`config.mk`:
```
export PLATFORM = sky130hd
export DESIGN_NAME = dtd_top
export DESIGN_NICKNAME = d
export VERILOG_FILES = /design/src/core/dtd_pkg.sv /design/src/core/dtd_steer_if.sv /design/src/core/dtd_tone_meter.sv /design/src/core/dtd_steer.sv /design/src/core/dtd_top.sv
export SDC_FILE = /design/constraint.sdc
export NUM_CORES = 1
export LEC_CHECK = 0
export ABC_AREA = 0
export BUFFER_PORTS_ARGS = -buffer_cell sky130_fd_sc_hd__buf_2
export CORE_MARGIN = 1
export CORE_UTILIZATION = 60
export CTS_BUF_LIST = sky130_fd_sc_hd__clkbuf_4 sky130_fd_sc_hd__clkbuf_8 sky130_fd_sc_hd__clkbuf_16
export DETAILED_ROUTE_END_ITERATION = 10
export PLACE_DENSITY = 0.82
export RECOVER_POWER = 100
export REMOVE_ABC_BUFFERS = 1
export SYNTH_ARGS = -nofsm -noshare
export SYNTH_HDL_FRONTEND = slang
export SYNTH_SLANG_ARGS = --single-unit
```
`constraint.sdc`:
```
create_clock -name sys_clk -period 6.4 [get_ports sys_clk]
set_input_delay 0.64 -clock sys_clk [delete_from_list [all_inputs] [get_ports sys_clk]]
set_output_delay 0.64 -clock sys_clk [all_outputs]
set_load 0.02 [all_outputs]
```
`src/core/dtd_pkg.sv`:
```
// Purpose: constants, types and helpers of the tone decode and steering block
// Assumes: 20 MHz system clock, limited tone inputs synchronous to it
// Notes: all offsets, reset values and timing counts live here
//
// Notes on behaviour
// count tone periods, match standard tone frequencies
// early flag rises when both groups valid
// early flag falls on any loss of pair
// after present guard, latch the 4-bit code
// guard output high while registered and early
// code pins float unless host enables them
// delayed steering marks a registered valid digit
// short dropouts keep the latched code unchanged
// pairs shorter than recognition time are rejected
// present and absent guards set independently
// delayed steering drops after valid tone absence
// guard paths are clocked cycle counters
package dtd_pkg;
	localparam int CLK_HZ = 20_000_000;
	localparam int RECOGNITION_TIME_MS = 40;
	localparam int TDP_MS = 8;
	localparam int TONE_PRESENT_GUARD_TIME_MS = RECOGNITION_TIME_MS - TDP_MS;
	localparam int TONE_ABSENT_GUARD_TIME_MS = 30;
	localparam int TONE_PRESENT_GUARD_TIME_CYCLES = TONE_PRESENT_GUARD_TIME_MS * (CLK_HZ / 1000);
	localparam int TONE_ABSENT_GUARD_TIME_CYCLES = TONE_ABSENT_GUARD_TIME_MS * (CLK_HZ / 1000);
	localparam int TOL_PERMILLE = 25;
	localparam int LO_HZ [4] = '{697, 770, 852, 941};
	localparam int HI_HZ [4] = '{1209, 1336, 1477, 1633};
	localparam int TONE_TIMEOUT_CYCLES = 2 * (CLK_HZ / LO_HZ[0]);
	localparam int PERIOD_W = 16;
	localparam int GUARD_W = 24;
	localparam int IRQ_W = 3;
	// register byte offsets
	localparam logic [7:0] ADDR_CTRL = 8'h00;
	localparam logic [7:0] ADDR_PGUARD = 8'h04;
	localparam logic [7:0] ADDR_AGUARD = 8'h08;
	localparam logic [7:0] ADDR_STATUS = 8'h0c;
	localparam logic [7:0] ADDR_IRQ_STAT = 8'h10;
	localparam logic [7:0] ADDR_IRQ_CLR = 8'h14;
	localparam logic [7:0] ADDR_IRQ_EN = 8'h18;
	localparam logic CTRL_EN_RST = 1'b1;
	localparam logic [IRQ_W-1:0] IRQ_EN_RST = 3'h0;
	// interrupt bit positions
	localparam int IRQ_DIGIT = 0;
	localparam int IRQ_PAUSE = 1;
	localparam int IRQ_REJECT = 2;
	// status bit positions
	localparam int ST_EARLY = 0;
	localparam int ST_GUARD = 1;
	localparam int ST_DELAYED = 2;
	localparam int ST_LOW_OK = 3;
	localparam int ST_HIGH_OK = 4;
	localparam int ST_CODE_LSB = 8;
	// code per {row, column}
	localparam logic [3:0] CODE_TABLE [16] = '{
		4'h1, 4'h2, 4'h3, 4'hd, 4'h4, 4'h5, 4'h6, 4'he,
		4'h7, 4'h8, 4'h9, 4'hf, 4'hb, 4'ha, 4'hc, 4'h0};

	typedef enum logic [1:0] {S_IDLE, S_PRES, S_HELD, S_ABS} dtd_state_type;

	// returns {hit, index} for a measured period in clock cycles
	function automatic logic [2:0] tone_match(
		input logic [PERIOD_W-1:0] per,
		input logic high_grp);
		int p;
		int f;
		logic [2:0] res;
		res = 3'h0;
		for (int i = 0; i < 4; i++)
		begin
			f = high_grp ? HI_HZ[i] : LO_HZ[i];
			p = CLK_HZ / f;
			if (int'(per) >= p * (1000 - TOL_PERMILLE) / 1000 &&
				int'(per) <= p * (1000 + TOL_PERMILLE) / 1000)
				res = {1'b1, 2'(i)};
		end
		return res;
	endfunction: tone_match

	function automatic logic [3:0] pair_code(
		input logic [1:0] row,
		input logic [1:0] col);
		return CODE_TABLE[{row, col}];
	endfunction: pair_code
endpackage: dtd_pkg

```
`src/core/dtd_steer_if.sv`:
```
// Purpose: link between decode control and the steering timer
// Assumes: one clock domain
// Notes: pulses are combinational from the timer state
`timescale 1ns/100ps
interface dtd_steer_if;
	logic early;
	logic [dtd_pkg::GUARD_W-1:0] present_guard;
	logic [dtd_pkg::GUARD_W-1:0] absent_guard;
	logic reg_pulse;
	logic reject_pulse;
	logic pause_pulse;
	logic guard;
	logic delayed;
	modport ctrl (output early, present_guard, absent_guard,
		input reg_pulse, reject_pulse, pause_pulse, guard, delayed);
	modport steer (input early, present_guard, absent_guard,
		output reg_pulse, reject_pulse, pause_pulse, guard, delayed);
endinterface: dtd_steer_if

```
`src/core/dtd_tone_meter.sv`:
```
// Purpose: period counter and frequency classifier for one tone group
// Assumes: tone_in is a limited square wave synchronous to sys_clk
// Notes: two matching periods in a row are needed before valid rises
`timescale 1ns/100ps
module dtd_tone_meter #(
	parameter logic HIGH_GRP = 1'b0,
	parameter int TIMEOUT_CYCLES = dtd_pkg::TONE_TIMEOUT_CYCLES
) (
	// clock and reset
	input wire logic sys_clk,
	input wire logic srst,
	// tone in, class out
	input wire logic tone_in,
	output logic tone_valid,
	output logic [1:0] tone_idx
);
	logic tone_d_reg;
	logic [dtd_pkg::PERIOD_W-1:0] per_reg;
	logic [2:0] last_reg;
	logic valid_reg;

	// edge, period and classification
	wire logic rise = tone_in & ~tone_d_reg;
	wire logic [dtd_pkg::PERIOD_W-1:0] per_inc = per_reg + 1'b1;
	wire logic [2:0] hit = dtd_pkg::tone_match(per_inc, HIGH_GRP);
	wire logic same = hit[2] & last_reg[2] & (hit[1:0] == last_reg[1:0]);
	wire logic timeout = per_reg == dtd_pkg::PERIOD_W'(TIMEOUT_CYCLES);

	// period counting between rising edges
	always_ff @(posedge sys_clk)
	begin
		if (srst)
		begin
			tone_d_reg <= 1'b0;
			per_reg <= '0;
			last_reg <= 3'h0;
			valid_reg <= 1'b0;
		end
		else
		begin
			tone_d_reg <= tone_in;
			if (rise)
			begin
				per_reg <= '0;
				last_reg <= hit;
				valid_reg <= same;
			end
			else if (timeout)
			begin
				last_reg <= 3'h0;
				valid_reg <= 1'b0;
			end
			else
				per_reg <= per_inc;
		end
	end

	assign tone_valid = valid_reg;
	assign tone_idx = last_reg[1:0];
endmodule: dtd_tone_meter

```
`src/core/dtd_steer.sv`:
```
// Purpose: digital stand-in for the external steering time constant
// Assumes: early flag is registered in the control module
// Notes: guard counts of zero act like one
`timescale 1ns/100ps
module dtd_steer (
	// clock and reset
	input wire logic sys_clk,
	input wire logic srst,
	// link to control
	dtd_steer_if.steer st
);
	dtd_pkg::dtd_state_type state_reg;
	dtd_pkg::dtd_state_type state_next;
	logic [dtd_pkg::GUARD_W-1:0] cnt_reg;
	logic [dtd_pkg::GUARD_W-1:0] cnt_next;
	logic delayed_reg;
	logic delayed_next;

	// counter compare against the two guards
	wire logic [dtd_pkg::GUARD_W-1:0] cnt_inc = cnt_reg + 1'b1;
	wire logic pres_done = cnt_inc >= st.present_guard;
	wire logic abs_done = cnt_inc >= st.absent_guard;
	wire logic in_pres = state_reg == dtd_pkg::S_PRES;
	wire logic in_abs = state_reg == dtd_pkg::S_ABS;
	wire logic in_held = state_reg == dtd_pkg::S_HELD;

	// timer sequencing
	always_comb
	begin
		state_next = state_reg;
		cnt_next = cnt_reg;
		delayed_next = delayed_reg;
		unique case (state_reg)
			dtd_pkg::S_IDLE:
				if (st.early)
				begin
					state_next = dtd_pkg::S_PRES;
					cnt_next = '0;
				end
			dtd_pkg::S_PRES:
				if (!st.early)
					state_next = dtd_pkg::S_IDLE;
				else if (pres_done)
				begin
					state_next = dtd_pkg::S_HELD;
					delayed_next = 1'b1;
				end
				else
					cnt_next = cnt_inc;
			dtd_pkg::S_HELD:
				if (!st.early)
				begin
					state_next = dtd_pkg::S_ABS;
					cnt_next = '0;
				end
			dtd_pkg::S_ABS:
				if (st.early)
					state_next = dtd_pkg::S_HELD;
				else if (abs_done)
				begin
					state_next = dtd_pkg::S_IDLE;
					delayed_next = 1'b0;
				end
				else
					cnt_next = cnt_inc;
		endcase
	end

	always_ff @(posedge sys_clk)
	begin
		if (srst)
		begin
			state_reg <= dtd_pkg::S_IDLE;
			cnt_reg <= '0;
			delayed_reg <= 1'b0;
		end
		else
		begin
			state_reg <= state_next;
			cnt_reg <= cnt_next;
			delayed_reg <= delayed_next;
		end
	end

	// event pulses and pin levels
	assign st.reg_pulse = in_pres & st.early & pres_done;
	assign st.reject_pulse = in_pres & ~st.early;
	assign st.pause_pulse = in_abs & ~st.early & abs_done;
	assign st.guard = (in_held | in_abs) & st.early;
	assign st.delayed = delayed_reg;
endmodule: dtd_steer

```
`src/core/dtd_top.sv`:
```
// Purpose: tone pair decode, steering and latched code bus with ahb-lite
// Assumes: single master, zero wait state slave, word accesses only
// Notes: haddr[7:0] decoded, upper bits alias
//
// Implementation choices: the placing of the registers and the AHB-Lite interface to the registers.
`timescale 1ns/100ps
module dtd_top #(
	parameter int PRESENT_GUARD_RST = dtd_pkg::TONE_PRESENT_GUARD_TIME_CYCLES,
	parameter int ABSENT_GUARD_RST = dtd_pkg::TONE_ABSENT_GUARD_TIME_CYCLES,
	parameter int TONE_TIMEOUT = dtd_pkg::TONE_TIMEOUT_CYCLES
) (
	// clock and reset
	input wire logic sys_clk,
	input wire logic srst,
	// ahb-lite slave
	input wire logic hsel,
	input wire logic [31:0] haddr,
	input wire logic [1:0] htrans,
	input wire logic hwrite,
	input wire logic [2:0] hsize,
	input wire logic [31:0] hwdata,
	input wire logic hready,
	output logic hreadyout,
	output logic hresp,
	output logic [31:0] hrdata,
	// limited tone streams
	input wire logic low_tone_in,
	input wire logic high_tone_in,
	// code bus
	input wire logic code_output_enable,
	output logic [3:0] tone_code_outputs,
	output logic [3:0] tone_code_oe,
	// steering pins and interrupt
	output logic early_steering_flag,
	output logic guard_output,
	output logic delayed_steering_output,
	output logic irq
);
	localparam int GW = dtd_pkg::GUARD_W;
	localparam int IW = dtd_pkg::IRQ_W;

	dtd_steer_if st_if ();

	logic lo_valid;
	logic hi_valid;
	logic [1:0] lo_idx;
	logic [1:0] hi_idx;
	logic early_reg;
	logic [3:0] code_reg;
	logic ctrl_en_reg;
	logic [GW-1:0] pguard_reg;
	logic [GW-1:0] aguard_reg;
	logic [IW-1:0] irq_stat_reg;
	logic [IW-1:0] irq_stat_next;
	logic [IW-1:0] irq_en_reg;
	logic wr_pend_reg;
	logic [7:0] wr_addr_reg;
	logic [31:0] hrdata_reg;

	// frequency meters for both groups
	dtd_tone_meter #(
		.HIGH_GRP(1'b0),
		.TIMEOUT_CYCLES(TONE_TIMEOUT)
	) u_low (
		.sys_clk(sys_clk),
		.srst(srst),
		.tone_in(low_tone_in),
		.tone_valid(lo_valid),
		.tone_idx(lo_idx)
	);

	dtd_tone_meter #(
		.HIGH_GRP(1'b1),
		.TIMEOUT_CYCLES(TONE_TIMEOUT)
	) u_high (
		.sys_clk(sys_clk),
		.srst(srst),
		.tone_in(high_tone_in),
		.tone_valid(hi_valid),
		.tone_idx(hi_idx)
	);

	// steering timer
	dtd_steer u_steer (
		.sys_clk(sys_clk),
		.srst(srst),
		.st(st_if.steer)
	);

	// pair decode and steering inputs
	wire logic pair_ok = ctrl_en_reg & lo_valid & hi_valid;
	wire logic [3:0] pair_code_w = dtd_pkg::pair_code(lo_idx, hi_idx);
	assign st_if.early = early_reg;
	assign st_if.present_guard = pguard_reg;
	assign st_if.absent_guard = aguard_reg;

	// early flag follows the pair condition
	always_ff @(posedge sys_clk)
	begin
		if (srst)
			early_reg <= 1'b0;
		else
			early_reg <= pair_ok;
	end

	// output latch changes only on registration
	always_ff @(posedge sys_clk)
	begin
		if (srst)
			code_reg <= 4'h0;
		else if (st_if.reg_pulse)
			code_reg <= pair_code_w;
	end

	// bus address phase decode
	wire logic addr_take = hsel & hready & htrans[1];
	wire logic rd_take = addr_take & ~hwrite;
	wire logic [7:0] ra = haddr[7:0];
	wire logic wr_now = wr_pend_reg & hready;
	wire logic wr_ctrl = wr_now & (wr_addr_reg == dtd_pkg::ADDR_CTRL);
	wire logic wr_pg = wr_now & (wr_addr_reg == dtd_pkg::ADDR_PGUARD);
	wire logic wr_ag = wr_now & (wr_addr_reg == dtd_pkg::ADDR_AGUARD);
	wire logic wr_clr = wr_now & (wr_addr_reg == dtd_pkg::ADDR_IRQ_CLR);
	wire logic wr_ien = wr_now & (wr_addr_reg == dtd_pkg::ADDR_IRQ_EN);

	// status word of live state
	wire logic [31:0] status_w = {20'h0, code_reg, 3'h0,
		hi_valid, lo_valid, st_if.delayed, st_if.guard, early_reg};

	// read selection, unmapped reads zero
	wire logic [31:0] rd_data_next =
		(ra == dtd_pkg::ADDR_CTRL) ? {31'h0, ctrl_en_reg} :
		(ra == dtd_pkg::ADDR_PGUARD) ? {8'h0, pguard_reg} :
		(ra == dtd_pkg::ADDR_AGUARD) ? {8'h0, aguard_reg} :
		(ra == dtd_pkg::ADDR_STATUS) ? status_w :
		(ra == dtd_pkg::ADDR_IRQ_STAT) ? {29'h0, irq_stat_reg} :
		(ra == dtd_pkg::ADDR_IRQ_EN) ? {29'h0, irq_en_reg} :
		32'h0;

	// data phase tracking
	always_ff @(posedge sys_clk)
	begin
		if (srst)
		begin
			wr_pend_reg <= 1'b0;
			wr_addr_reg <= 8'h00;
		end
		else if (hready)
		begin
			wr_pend_reg <= addr_take & hwrite;
			wr_addr_reg <= ra;
		end
	end

	// read data registered for the data phase
	always_ff @(posedge sys_clk)
	begin
		if (srst)
			hrdata_reg <= 32'h0;
		else if (hready)
			hrdata_reg <= rd_take ? rd_data_next : 32'h0;
	end

	// control and guard registers
	always_ff @(posedge sys_clk)
	begin
		if (srst)
		begin
			ctrl_en_reg <= dtd_pkg::CTRL_EN_RST;
			pguard_reg <= GW'(PRESENT_GUARD_RST);
			aguard_reg <= GW'(ABSENT_GUARD_RST);
			irq_en_reg <= dtd_pkg::IRQ_EN_RST;
		end
		else
		begin
			if (wr_ctrl)
				ctrl_en_reg <= hwdata[0];
			if (wr_pg)
				pguard_reg <= hwdata[GW-1:0];
			if (wr_ag)
				aguard_reg <= hwdata[GW-1:0];
			if (wr_ien)
				irq_en_reg <= hwdata[IW-1:0];
		end
	end

	// sticky events, a new event beats a clear
	wire logic [IW-1:0] irq_set = {st_if.reject_pulse,
		st_if.pause_pulse, st_if.reg_pulse};
	wire logic [IW-1:0] irq_clr = wr_clr ? hwdata[IW-1:0] : 3'h0;
	assign irq_stat_next = (irq_stat_reg & ~irq_clr) | irq_set;

	always_ff @(posedge sys_clk)
	begin
		if (srst)
			irq_stat_reg <= 3'h0;
		else
			irq_stat_reg <= irq_stat_next;
	end

	// pins and bus answers
	assign tone_code_oe = {4{code_output_enable}};
	assign tone_code_outputs = code_output_enable ? code_reg : 4'h0;
	assign early_steering_flag = early_reg;
	assign guard_output = st_if.guard;
	assign delayed_steering_output = st_if.delayed;
	assign irq = |(irq_stat_reg & irq_en_reg);
	assign hreadyout = 1'b1;
	assign hresp = 1'b0;
	assign hrdata = hrdata_reg;

	// run lengths of tone presence and absence, saturating
	logic [GW-1:0] pres_run;
	logic [GW-1:0] abs_run;
	always_ff @(posedge sys_clk)
	begin
		if (srst | ~early_reg)
			pres_run <= '0;
		else if (pres_run != '1)
			pres_run <= pres_run + 1'b1;
	end
	always_ff @(posedge sys_clk)
	begin
		if (srst | early_reg)
			abs_run <= '0;
		else if (abs_run != '1)
			abs_run <= abs_run + 1'b1;
	end
endmodule: dtd_top

```
Yosys cells after proc, flatten, opt, wreduce, memory -nomap -nowiden:

Memory sizes are Yosys's and may differ from the RTL's. A register that Yosys moved wholly into a read port is not among the register bits.
Cells that the tools add are included.

* add/sub/neg operators: 3
* magnitude comparators: 18
* equal/unequal tests: 26
* mux-type cells: 44
* bitwise logic cells: 34
* reduce and logical (&&, ||, !) cells: 20

Operators with widths (number)
* 24-bit two-way mux: 10
* 24-bit one-hot mux with 4 select lines: 1
* 16-bit by 15-bit <= comparator with 1-bit output (second input constant): 5
* 16-bit by 14-bit greater-or-equal comparator with 1-bit output (second input constant): 4
* 16-bit by 15-bit greater-or-equal comparator with 1-bit output (second input constant): 4
* 24-bit greater-or-equal comparator: 2
* 16-bit by 14-bit <= comparator with 1-bit output (second input constant): 3
* 3-bit two-way mux: 15
* 16-bit by 1-bit adder with 16-bit output (second input constant): 2
* 16-bit == test (second input constant): 2
* 8-bit by 5-bit == test with 1-bit output (second input constant): 4
* 24-bit by 1-bit adder with 24-bit output (second input constant): 1
* 1-bit bitwise AND: 24
* 8-bit by 4-bit == test with 1-bit output (second input constant): 3
* 8-bit by 3-bit == test with 1-bit output (second input constant): 2
* 8-bit zero test: 2
* 12-bit two-way mux: 1
* 2-bit two-way mux: 6
* 2-bit inequality test (second input constant): 6
* 1-bit logical AND: 8
* 1-bit two-way mux: 8
* 2-bit one-hot mux with 4 select lines: 1
* 3-bit bitwise AND: 2
* 3-bit by 2-bit inequality test with 1-bit output (second input constant): 2
* other kinds (18): 27

* register bits: 166
* memory bits (read-only): 64
* bits of input ports: 77
* output and inout bits: 46
* memories: 1

Memory list
* (no name shown): depth 16, bits a word 4, rd ports 1, clocked after Yosys merged registers in 1, wr ports 0, line dtd_pkg.sv:83 `return CODE_TABLE[{row, col}];`

Logic depth before layout (Yosys ltp):

* depth in word-level cells: 10
* depth in mapped cells: 19
* gate-level depth less buffers: 18

Modules after synthesis:

Synthesis repeated with hierarchy kept, for this count alone.

* cells, all modules: 1374
* area, all modules: 10744.1 µm²

By module, submodules not included
* dtd_top: times used 1, cells each 508, area each 4144.0 µm², seq. area each 1861.8 µm²
* dtd_steer: times used 1, cells each 379, area each 2909.0 µm², seq. area each 540.5 µm²
* dtd_tone_meter at u_low: times used 1, cells each 248, area each 1863.0 µm², seq. area each 420.4 µm²
* dtd_tone_meter at u_high: times used 1, cells each 239, area each 1828.0 µm², seq. area each 420.4 µm²

Worst setup path after synthesis:

Ideal clock, no wire load.

* path type: register to register
* start point: register u_steer.cnt_reg[0] (netlist bit)
* end point: register code_reg[2]
* library setup time: 71 ps
* arrival: 3768 ps
* setup slack: 2561 ps
* cell stages (with the launch flop): 19
* path buffers: 0
* path through: dfxtp_1 -> ha_1 -> nand3_1 -> nor2b_1 -> nand3_1 -> nor2_1 -> nand3_1 -> or2_2 -> xnor2_1 -> ha_1 -> inv_1 -> o21bai_1 -> a21o_1 -> a21oi_1 -> o21ai_0 -> a21oi_1 -> a211oi_1 -> o221ai_1 -> a21oi_1

* cells in the longest elaborated chain, start to end: 3

RTL lines
* start: declaration: line dtd_steer.sv:14 `logic [dtd_pkg::GUARD_W-1:0] cnt_reg;`
* start signal: assignment: line dtd_steer.sv:80 `cnt_reg <= cnt_next;`
* 24-bit by 1-bit adder with 24-bit output: line dtd_steer.sv:20 `wire logic [dtd_pkg::GUARD_W-1:0] cnt_inc = cnt_reg + 1'b1;`
* 24-bit greater-or-equal comparator: line dtd_steer.sv:21 `wire logic pres_done = cnt_inc >= st.present_guard;`
* 1-bit bitwise AND: line dtd_steer.sv:86 `assign st.reg_pulse = in_pres & st.early & pres_done;`
* end: declaration: line dtd_top.sv:49 `logic [3:0] code_reg;`

No other way between the ends.
A chain may end at the register's enable or synchronous reset.

Final worst setup path:

* start point: register u_steer.cnt_reg[0] (netlist bit)
* end point: register u_steer.cnt_reg[0] (netlist bit)

* cells in the longest elaborated chain, start to end: 4

RTL lines (line)
* 24-bit by 1-bit adder with 24-bit output *: dtd_steer.sv:20
* 24-bit greater-or-equal comparator, or another cell as far along: dtd_steer.sv:21
* 2-bit inequality test (no line), or another cell as far along
* 6-bit AND reduction (no line) / 24-bit one-hot mux with 4 select lines (equally long branches)

Every way passes the cells marked *; elsewhere a longest branch is shown, timed or not. The select of a mux whose other input is x is not followed.

==> metrics.yaml <==
pwr:
  cellPowerDensity_nw_per_um2: 201
  leakage_nw: 4.16
  vdd_drop_max_uv: 212
global_route:
  antenna_found_initial: 0
  track_usage_pct: 31.1
  grt_pass1_vias: 8552
  grt_max_degree: 70
  grt-ovfl-total: 0
  grt_pass1_wl_um: 41600
finish:
  area_growth_syn_to_layout_pct: 8.85
  fillers: 1344
  final_common_cell: "dfxtp_1"
  final_area_um2: 10800
  final_cell_mix: "dfxtp_1, nand2_1, nor2_1, a21oi_1, inv_1"
  layout.nets: 1444
  antenna_cells: 0
  drive_gt1_share_pct: 7.37
  final_util_pct: 67.6
  fin_cells: 1532
place:
  place_congestion: 0.907
  place_inst: 1500
  pre_cts_slack_ps: 1860
  port_buffers: 76
  dp_hpwl_um: 17600
  place_area_um2: 10300
status:
  outcome: "complete, but fails checks"
  violations: "capacitance limit, slew limit"
timing:
  finalHoldViolations: 0
  clock_skew_ps: 10.1
  setup_viol: 0
  fmaxAchievable_mhz: 204
  finalCriticalPeriod_ps: 4910
  slew_violations: 116
  slew_headroom_pct: -99.8
  rsz0062_at_grt: "no"
  tightest_slew_ps: 3000
  setup_ws_ps: 1490
  post-route-period-util_pct: 76.8
  fin_setup_tns_ps: 0
floorplanning:
  initial_utilization_pct: 62.1
  fp.dieH_um: 131
  core-area_um2: 16100
  dieArea_um2: 17100
  io_pins: 123
  rows: 46
  die_w_um: 131
synthesis:
  synth_seq_cells: 162
  postSynthAreaPerCell_um2: 7.75
  syn_area_um2: 9970
  ys_types: 77
  yosysSeqAreaShare_pct: 32.5
  synth_edf_count: 0
  synthArstFlopShare_pct: 0
  yosys_warnings: 0
  ys.flop_type: "dfxtp_1"
  syn_inst: 1286
clocking:
  ctsResizeCount: 0
  post_cts_buffers: 0
  cts_tree: "built"
  worstSkewPairLatency_ps: 440
  clk_pin_slew_worst_paths_ps: 60
  cts-root-buf: "clkbuf_16"
  h-tree-depth: 4
  clockBufferDepth: 2
  cts_hold_buffers: 0
  cts.sink_count: 162
  cts_buffers: 17
hold_path:
  min_path_type: "in -> reg"
routing:
  drt_iter0_drc: 838
  routed-via-count: 9409
  ant_nets: 0
  post_drt_wl_per_cell_um: 16.6
  vias_per_cell: 6.14
  route.detailed.drc: 0
  drt_wl_total_um: 25500
  drt_first_pass_iters: 6
setup_path:
  cp-end-kind: "flop"
  r2r_slack_ps: 1490
  crit_path_max_fanout: 15
  startpoint_type: "flop"
  arrival_ps: 5290
  cp.required_ps: 6780
  worstSetupPathType: "reg -> reg"
run:
  maxCapViolations: 2
final cells by class:
type                    count  area (um^2)  share of cell area [%]
multi-input cells         969         6080                    56.1
well taps                 216          270                    2.49
repair buffers             83          375                    3.46
flip-flops and latches    162         3240                    29.9
inverters                  70          263                    2.42
clock buffers              18          439                    4.05
clock inverters            14          175                    1.61
final timing paths:
check,start,end,depth (start not counted)
max reg2reg,u_steer.cnt_reg[0],u_steer.cnt_reg[0],19
min reg2reg,u_steer.cnt_reg[23],u_steer.cnt_reg[23],1
max,u_steer.cnt_reg[0],u_steer.cnt_reg[0],19
min,low_tone_in,u_low.tone_d_reg,2
logic make-up after synthesis:
family                   after synthesis  share of synthesized area [%]
AND/OR/NAND/NOR                      522                           25.7
AO/OA/AOI/OAI                        296                           19.6
buffers and inverters                163                           6.84
flip-flops                           162                           32.5
adder cells (fa/ha/maj)               64                           8.03
XOR/XNOR                              57                           5.01
multiplexers                          20                           2.16
other                                  2                         0.0753
critical path: stages (launching register included):
cell and delay, ps:
dfxtp_1 480, ha_1 260, nand3_1 210, nor2b_1 230
nand3_1 220, nor2_1 160, nand3_1 190, or2_2 380
xnor2_1 170, ha_1 300, inv_1 60, o21bai_1 170
a21o_1 150, a21oi_1 80, o21ai_0 300, a21oi_1 140
a31oi_1 180, clkbuf_1 530, a21o_1 440, mux2_2 220
Yosys cell counts, types with 12 or more instances:
library cell,number,area (um^2)
and3_1,16,100
a21oi_1,111,556
nor2b_1,17,106
nor3_1,31,155
o21ai_0,21,105
inv_1,68,255
dfxtp_1,162,3240
nand4_1,23,144
a21o_1,18,135
nand3_1,47,235
mux2i_1,17,170
ha_1,64,801
nand2b_1,16,100
buf_4,16,120
o31ai_1,14,105
nor4_1,12,75.1
a211oi_1,14,105
nand3b_1,16,120
a22oi_1,21,158
xnor2_1,41,359
nand2_1,157,589
clkbuf_1,64,240
xor2_1,16,140
nor2_1,130,488
layer usage:
layer	up-vias	track usage (%)	part of all wire (%)
met3	64	6.43	7.0
met1	4359	40.7	44
met4	0	11.0	2.6
met5	-	0	0
li1	4583	-	-
met2	403	50.5	46
stage by stage:
stage	total power (W)	hold WS [ps]
2_1_floorplan	0.00109	426
3_3_place_gp	0.00113	440
3_5_place_dp	0.00113	442
4_1_cts	0.00218	423
5_1_grt	0.00225	446
6_report	0.00218	429
report_power, final:
part	switching (W)	internal (W)	total [W]
logic	0.0000624	0.0000279	0.0000903
registers	0.00000889	0.00101	0.00102
clock network	0.000434	0.000629	0.00106
total	0.000505	0.00167	0.00218
No activity file was read; power rests on OpenSTA's default activity.
